[src/shared/tcs_defines.svh]
// Constants for the timer clock-domain synchronization shell.
// Assumes inclusion by bare name from design files.
`ifndef TCS_DEFINES_SVH
`define TCS_DEFINES_SVH

// Register selects seen by the bus side
`define TCS_SEL_CTRLB_CLR 3'h0
`define TCS_SEL_CTRLB_SET 3'h1
`define TCS_SEL_CONTROL_C 3'h2
`define TCS_SEL_COUNT 3'h3
`define TCS_SEL_PERIOD 3'h4
`define TCS_SEL_CC0 3'h5
`define TCS_SEL_CC1 3'h6
`define TCS_SEL_CTRLA_ON 3'h7

// Counting-clock ticks a transfer spends crossing the boundary
`define TCS_SYNC_TICKS 2'h2
`define TCS_TICK_CNT_ONE 2'h1
`define TCS_TICK_CNT_ZERO 2'h0
`define TCS_DIV_CNT_ONE 8'h01
`define TCS_DIV_CNT_ZERO 8'h00
`define TCS_DATA_ZERO 32'h0000_0000

`endif

[src/shared/tcs_pkg.sv]
// Types for the timer clock-domain synchronization shell.
// Assumes nothing of its surroundings.
package tcs_pkg;

  typedef enum logic [1:0] {
    TCS_IDLE,
    TCS_SYNC,
    TCS_DONE
  } tcs_state_t;

endpackage

[src/rtl/tcs_sync_shell.sv]
// Clocking, sleep and register-crossing shell of a paired timer unit.
// Assumes one system clock; the counting clock is a divided tick pulse.
`timescale 1ns/1ps
`include "tcs_defines.svh"

module tcs_sync_shell #(
  parameter int DATA_W = 32,
  parameter int EVT_W = 3,
  parameter int DMA_W = 3,
  parameter logic [7:0] GCLK_DIV = 8'h04
) (
  // Clock and reset
  input wire logic i_sys_clk,
  input wire logic i_reset_n,
  // Power and clock source
  input wire logic i_sleep,
  input wire logic i_gclk_run,
  // Bus request
  input wire logic i_req_valid,
  input wire logic i_req_write,
  input wire logic [2:0] i_req_sel,
  input wire logic [DATA_W-1:0] i_req_wdata,
  output logic o_req_ready,
  // Bus answer
  output logic o_rsp_valid,
  output logic [DATA_W-1:0] o_rsp_rdata,
  output logic o_busy,
  // Counting core side
  output logic o_pair_tick,
  output logic o_core_wr_stb,
  output logic [2:0] o_core_sel,
  output logic [DATA_W-1:0] o_core_wdata,
  output logic o_core_on,
  input wire logic [DATA_W-1:0] i_core_rdata,
  // Core requests toward the system
  input wire logic i_core_irq,
  input wire logic [EVT_W-1:0] i_core_evt,
  input wire logic [DMA_W-1:0] i_core_dma,
  output logic o_irq,
  output logic o_wake,
  output logic [EVT_W-1:0] o_evt,
  output logic [DMA_W-1:0] o_dma
);

  // ==========================================================
  // Counting-clock divider
  // ==========================================================
  logic [7:0] div_q;
  logic tick;

  // Not gated by sleep: only a stopped source halts counting
  assign tick = i_gclk_run && (div_q == GCLK_DIV - `TCS_DIV_CNT_ONE);
  // One tick serves both members of the pair
  assign o_pair_tick = tick;

  // Cycles since the last tick while the source runs; checks the divider
  logic [7:0] gap_q;

  always_ff @(posedge i_sys_clk or negedge i_reset_n)
  begin
    if (!i_reset_n)
      gap_q <= `TCS_DIV_CNT_ZERO;
    else if (!i_gclk_run || tick)
      gap_q <= `TCS_DIV_CNT_ZERO;
    else
      gap_q <= gap_q + `TCS_DIV_CNT_ONE;
  end

  always_ff @(posedge i_sys_clk or negedge i_reset_n)
  begin
    if (!i_reset_n)
      div_q <= `TCS_DIV_CNT_ZERO;
    else if (i_gclk_run)
    begin
      if (tick)
        div_q <= `TCS_DIV_CNT_ZERO;
      else
        div_q <= div_q + `TCS_DIV_CNT_ONE;
    end
  end

  // ==========================================================
  // Crossing state machine
  // ==========================================================
  tcs_pkg::tcs_state_t state_q;
  logic [1:0] tick_cnt_q;
  logic wr_q;
  logic on_shadow_q;
  logic take;
  logic take_sync;
  logic last_tick;

  assign take = i_req_valid && o_req_ready;
  // Enable bit crosses on write only; its readback is local
  assign take_sync = take && (i_req_write ||
                     (i_req_sel != `TCS_SEL_CTRLA_ON));
  assign last_tick = tick &&
                     (tick_cnt_q == `TCS_SYNC_TICKS - `TCS_TICK_CNT_ONE);
  assign o_req_ready = (state_q == tcs_pkg::TCS_IDLE);
  assign o_busy = (state_q == tcs_pkg::TCS_SYNC);
  assign o_rsp_valid = (state_q == tcs_pkg::TCS_DONE);

  always_ff @(posedge i_sys_clk or negedge i_reset_n)
  begin
    if (!i_reset_n)
      state_q <= tcs_pkg::TCS_IDLE;
    else
    begin
      case (state_q)
        tcs_pkg::TCS_IDLE:
          if (take_sync)
            state_q <= tcs_pkg::TCS_SYNC;
          else if (take)
            state_q <= tcs_pkg::TCS_DONE;
        tcs_pkg::TCS_SYNC:
          if (last_tick)
            state_q <= tcs_pkg::TCS_DONE;
        tcs_pkg::TCS_DONE:
          state_q <= tcs_pkg::TCS_IDLE;
        default:
          state_q <= tcs_pkg::TCS_IDLE;
      endcase
    end
  end

  always_ff @(posedge i_sys_clk or negedge i_reset_n)
  begin
    if (!i_reset_n)
      tick_cnt_q <= `TCS_TICK_CNT_ZERO;
    else if (take)
      tick_cnt_q <= `TCS_TICK_CNT_ZERO;
    else if (state_q == tcs_pkg::TCS_SYNC && tick)
      tick_cnt_q <= tick_cnt_q + `TCS_TICK_CNT_ONE;
  end

  // Request latch toward the core
  always_ff @(posedge i_sys_clk or negedge i_reset_n)
  begin
    if (!i_reset_n)
    begin
      wr_q <= 1'b0;
      o_core_sel <= `TCS_SEL_CTRLB_CLR;
      o_core_wdata <= `TCS_DATA_ZERO;
    end
    else if (take)
    begin
      wr_q <= i_req_write;
      o_core_sel <= i_req_sel;
      o_core_wdata <= i_req_wdata;
    end
  end

  // Write lands in the counting domain on the final tick
  always_ff @(posedge i_sys_clk or negedge i_reset_n)
  begin
    if (!i_reset_n)
      o_core_wr_stb <= 1'b0;
    else
      o_core_wr_stb <= (state_q == tcs_pkg::TCS_SYNC) &&
                       last_tick && wr_q;
  end

  // Core enable follows the crossed write; shadow reads back at once
  always_ff @(posedge i_sys_clk or negedge i_reset_n)
  begin
    if (!i_reset_n)
    begin
      o_core_on <= 1'b0;
      on_shadow_q <= 1'b0;
    end
    else
    begin
      if (take && i_req_write && i_req_sel == `TCS_SEL_CTRLA_ON)
        on_shadow_q <= i_req_wdata[0];
      if (state_q == tcs_pkg::TCS_SYNC && last_tick && wr_q &&
          o_core_sel == `TCS_SEL_CTRLA_ON)
        o_core_on <= o_core_wdata[0];
    end
  end

  // Read data: sampled from core on final tick, local for enable bit
  always_ff @(posedge i_sys_clk or negedge i_reset_n)
  begin
    if (!i_reset_n)
      o_rsp_rdata <= `TCS_DATA_ZERO;
    else if (take && !i_req_write && i_req_sel == `TCS_SEL_CTRLA_ON)
      o_rsp_rdata <= {{(DATA_W-1){1'b0}}, on_shadow_q};
    else if (state_q == tcs_pkg::TCS_SYNC && last_tick && !wr_q)
      o_rsp_rdata <= i_core_rdata;
  end

  // ==========================================================
  // System requests
  // ==========================================================
  always_ff @(posedge i_sys_clk or negedge i_reset_n)
  begin
    if (!i_reset_n)
    begin
      o_irq <= 1'b0;
      o_evt <= '0;
      o_dma <= '0;
    end
    else
    begin
      o_irq <= i_core_irq;
      o_evt <= i_core_evt;
      o_dma <= i_core_dma;
    end
  end

  assign o_wake = o_irq && i_sleep;
endmodule

[config.mk]
export PLATFORM = sky130hd
export DESIGN_NAME = tcs_sync_shell
export DESIGN_NICKNAME = d
export VERILOG_FILES = /design/src/shared/tcs_pkg.sv /design/src/rtl/tcs_sync_shell.sv
export VERILOG_INCLUDE_DIRS = /design/src /design/src/shared
export SDC_FILE = /design/constraint.sdc
export NUM_CORES = 1
export LEC_CHECK = 0
export BUFFER_PORTS_ARGS = -buffer_cell sky130_fd_sc_hd__clkbuf_2
export CORE_MARGIN = 2
export CORE_UTILIZATION = 51
export DETAILED_ROUTE_END_ITERATION = 6
export HOLD_SLACK_MARGIN = 0.02
export PLACE_DENSITY = 0.95
export SLEW_MARGIN = 20
export SYNTH_ARGS = -nofsm -noshare
export SYNTH_HDL_FRONTEND = slang
export SYNTH_SLANG_ARGS = --single-unit
[constraint.sdc]
create_clock -name i_sys_clk -period 5 [get_ports i_sys_clk]
set_input_delay 0.25 -clock i_sys_clk [delete_from_list [all_inputs] [get_ports i_sys_clk]]
set_output_delay 0.25 -clock i_sys_clk [all_outputs]
set_load 0.01 [all_outputs]
After elaboration in Yosys (flattened, before gate mapping):

Cells that the tools add are included.

* logic and storage cells: 54
* bits of input ports: 80
* output and inout bits: 81
* flip-flop bits (word level): 90

* add/sub/neg operators: 2
* multiplexer cells: 9
* equal/unequal tests: 9
* reductions and logical operators: 21

Operator list (count)
* 2-to-1 mux 32 bit: 2
* logical AND 1 bit: 14
* 2-to-1 mux 2 bit: 5
* adder 8 x 1 -> 8 bit (second input constant): 1
* equality test 8 x 2 -> 1 bit (second input constant): 1
* 2-to-1 mux 8 bit: 1
* equality test 3 bit (second input constant): 2
* equality test 2 x 1 -> 1 bit (second input constant): 2
* one-hot mux 2 bit (2 select lines): 1
* nonzero test 2 bit: 2
* inequality test 3 x 1 -> 1 bit (second input constant): 1
* inequality test 3 bit (second input constant): 1
* adder 2 x 1 -> 2 bit (second input constant): 1
* equality test 2 bit (second input constant): 1
* zero test 1 bit: 2
* zero test 2 bit: 1
* inequality test 2 x 1 -> 1 bit (second input constant): 1
* AND reduction 2 bit: 1
* logical OR 1 bit: 1

Depth between registers and ports, before layout:

* word-level depth: 7
* depth in mapped cells: 7
* depth with buffers taken out: 5

Worst setup path before layout:

Ideal clock, no wire load.

* path kind: reg-to-reg
* start: register div_q[2]
* end: register o_core_on
* cell stages (with the launch flop): 5
* setup slack: 3155 ps
* data arrival time: 1720 ps
* setup time: 125 ps
* buffers on the path: 1
* required time: 4875 ps
* period minus slack after synthesis: 1845 ps
* cells stage by stage: dfrtp_1 or4_1 buf_2 nor4_1 mux2_2

* longest elaborated chain between the ends: 6

Ends and longest elaborated chain
* from (decl): RTL line tcs_sync_shell.sv:48 `logic [7:0] div_q;`
* from (signal assigned): RTL line tcs_sync_shell.sv:72 `` div_q <= `TCS_DIV_CNT_ZERO; ``
* from (signal assigned): RTL line tcs_sync_shell.sv:76 `` div_q <= `TCS_DIV_CNT_ZERO; ``
* from (signal assigned): RTL line tcs_sync_shell.sv:78 `` div_q <= div_q + `TCS_DIV_CNT_ONE; ``
* equality test 8 x 2 -> 1 bit (no line)
* logical AND 1 bit: RTL line tcs_sync_shell.sv:52 `` assign tick = i_gclk_run && (div_q == GCLK_DIV - `TCS_DIV_CNT_ONE); ``
* logical AND 1 bit: RTL line tcs_sync_shell.sv:97 `assign last_tick = tick &&`
* logical AND 1 bit (2 in series): RTL line tcs_sync_shell.sv:175 `if (state_q == tcs_pkg::TCS_SYNC && last_tick && wr_q &&`
* logical AND 1 bit (no line)
* to (signal assigned): RTL line tcs_sync_shell.sv:177 `o_core_on <= o_core_wdata[0];`
* to (decl): RTL line tcs_sync_shell.sv:33 `output logic o_core_on,`

No other way between the ends.
A chain may end at the register's enable or synchronous reset.

Worst setup path after layout:

* start: register div_q[2]
* end: output port o_pair_tick

* longest elaborated chain between the ends: 2

Ends and longest elaborated chain
* equality test 8 x 2 -> 1 bit (no line)
* logical AND 1 bit: RTL line tcs_sync_shell.sv:52
* to (decl): RTL line tcs_sync_shell.sv:29 `output logic o_pair_tick,`

No other way between the ends.

==> out/metrics.csv <==
metric,value,unit
reg2reg_to,o_core_on,
ctsLongestPathBuffers,2,
rr_startpoint,div_q[2],
die_w,90.3,µm
cap_viol_max_count,0,
cts_num_sinks,90,
syn_nets,391,
powerDensity,588,nW/µm²
n_antenna_cell,0,
p_switching,1.13,mW
clk-insertion-delay-late,0.34,ns
io_pins,161,
wl,9370,µm
die-area,8150,µm²
antenna_found_initial,0,
nNetsFinal,543,
yosysWarnings,0,
core,7210,µm²
rows,31,
synthCells,309,
whs,0.133,ns
fin_setup_tns,0,ns
vias_per_cell,5.67,
route.detailed.drc,0,
p_clk_frac,0.171,
hp-class,primary input to flop,
report.final.slew_viol_count,0,
regToRegSetupSlack,2.59,ns
area_growth,30.4,%
critical_path.slowest_cell,or4_2,
portBuffers,160,
end_kind,output pin,
p_int,1.78,mW
grt_pass1_vias,3236,
hold_buffers,7,
initial_core_util,0.527,
holdPathEnd,o_rsp_rdata[13],
hp-start,i_core_rdata[13],
p_leak,2.36,nW
worstSetupPathType,flop to output pin,
post-place-ws,2.51,ns
wl_per_cell,16.6,µm
synth_cell_types,37,
htreeDepth,3,
drt_pass1_iterations,4,
cts_root_buffer,clkbuf_8,
fin_total_pwr,2.91,mW
avgSynthCellArea,12.3,µm²
numCtsBuffers,9,
comb_power_share,0.398,
grt_use_total,0.240,
grt_pass1_wl,16000,µm
cts_tree,built,
grt_max_degree,91,
slew_headroom,0.463,
setup-violations-final,0,
period_needed,2.69,ns
drtIter0Drc,321,
nFillCells,560,
max_freq,372,MHz
ys_seq_area_frac,0.593,
grt_remaining_overflow,0,
layout-drive-gt1-share,0.487,
critical_path.cell_chain,or4_2 -> nor2_1 -> clkbuf_2,
antenna_left,0,
post_cts_buffers,0,
worstSetupStartpoint,div_q[2],
dp_hpwl,6410,µm
min_period_over_period,0.538,
fin_ws,2.31,ns
vdd_drop_max,328,µV
synth_edf_count,0,
tightest_slew,0.806,ns
crit_fanout,37,
p_seq_frac,0.431,
ys_ff_latch,90,
clk_pin_slew,0.09,ns
slowest_delay,1.06,ns
async_flop_share,1.00,
worstPathRequired,4.75,ns
gp_congestion,0.795,
synthFlopType,dfrtp_1,
rsz0062_at_grt,no,
final.setup_skew,0.00677,ns
hold_viol_final,0,
vias,3202,
cp-start-kind,flop,
syn_area,3800,µm²
outcome,completed,
die_y,90.3,µm
cts_resized,0,
swShare,0.388,
hold_depth,3,
cp_data_arrival_time,2.44,ns
ff2ff_path_depth,3,
==> critical path: cells and delay by family (launching register included) <==
family	cells	cell delay, ns
buffers and inverters	1	0.19
flip-flops	1	0.47
AND/OR/NAND/NOR	2	1.43
==> cell type report <==
| class | count | area, µm² | area share |
|---|---|---|---|
| clock inverters | 7 | 76.3 | 0.0154 |
| flip-flops and latches | 90 | 2250 | 0.455 |
| clock buffers | 9 | 124 | 0.0250 |
| inverters | 2 | 7.51 | 0.00152 |
| repair buffers | 172 | 917 | 0.185 |
| multi-input cells | 186 | 1450 | 0.293 |
| well taps | 99 | 124 | 0.0250 |
==> flip-flops by register name, summed over array words and instances (netlist names) <==
signal	flops
o_core_wdata	32
o_rsp_rdata	32
div_q	8
o_core_sel	3
o_dma	3
o_evt	3
state_q	2
tick_cnt_q	2
o_core_on	1
o_core_wr_stb	1
o_irq	1
on_shadow_q	1
wr_q	1
==> routing by layer <==
metal  part of all wire  vias to the layer above  track usage
li1                   -                     1470            -
met3              0.083                       10       0.0501
met4              0.011                        0       0.0744
met1               0.39                     1558        0.313
met2               0.52                      164        0.405
met5                  0                        -            0
==> how the worst max path moves through the flow <==
| stage | endpoint |
|---|---|
| floorplan | o_core_on |
| global placement | o_core_on |
| detailed placement | o_core_on |
| CTS | o_pair_tick |
| global route | o_pair_tick |
| finish | o_pair_tick |
==> power by group through the flow <==
stage               registers, mW  clock network (mW)  logic [mW]
CTS                          1.25               0.510        1.17
floorplan                    1.35                   0       0.572
detailed placement           1.26                   0        1.16
global route                 1.30               0.543        1.27
finish                       1.26               0.498        1.16
global placement             1.24                   0        1.12
==> cells by family (layout without fill, tap and decap cells) <==
logic type               after synthesis  count (layout)  synth area share
AO/OA/AOI/OAI                         71              71             0.118
XOR/XNOR                               6               6            0.0138
adder cells (fa/ha/maj)                2               2           0.00659
buffers and inverters                 33             190            0.0333
flip-flops                            90              90             0.593
multiplexers                          40              40             0.119
AND/OR/NAND/NOR                       67              67             0.117
==> cells in the mapped netlist (2+ instances only) <==
cell type / count / share of area
dfrtp_1: 90 / 0.59
and4_1: 2 / 0.0046
a21oi_1: 34 / 0.045
o31a_1: 2 / 0.0046
nand3b_1: 2 / 0.0040
buf_1: 2 / 0.0020
nand4_1: 34 / 0.056
o31ai_1: 32 / 0.063
nand2_1: 2 / 0.0020
clkbuf_1: 27 / 0.027
nor2_1: 3 / 0.0030
xnor2_1: 5 / 0.012
ha_1: 2 / 0.0066
or4_1: 2 / 0.0040
and3_1: 3 / 0.0049
inv_1: 2 / 0.0020
buf_2: 2 / 0.0026
nand3_1: 5 / 0.0066
mux2_2: 40 / 0.12
==> placed cells by master (no fill, tap or decap), types with 2 or more instances in the layout <==
cell type / synthesis / final
inv_6: 0 / 2
dfrtp_1: 90 / 90
clkbuf_8: 0 / 9
buf_4: 0 / 4
xnor2_1: 5 / 5
o31ai_1: 32 / 32
dlygate4sd3_1: 0 / 8
and4_1: 2 / 2
clkbuf_2: 0 / 159
clkinv_2: 0 / 2
inv_1: 2 / 2
nand4_1: 34 / 34
nor2_1: 3 / 3
mux2_2: 40 / 40
and3_1: 3 / 3
nand2_1: 2 / 2
o31a_1: 2 / 2
nand3_1: 5 / 5
a21oi_1: 34 / 34
nand3b_1: 2 / 2
ha_1: 2 / 2
==> stage by stage <==
stage | cell area, µm² | std cells | util
floorplan | 3800 | 309 | -
global placement | 4670 | 541 | 0.647
detailed placement | 4670 | 541 | 0.647
CTS | 4940 | 564 | 0.684
global route | 4950 | 565 | 0.687
finish | 4950 | 565 | 0.687
Note: power is estimated with default switching activity, not from simulation.
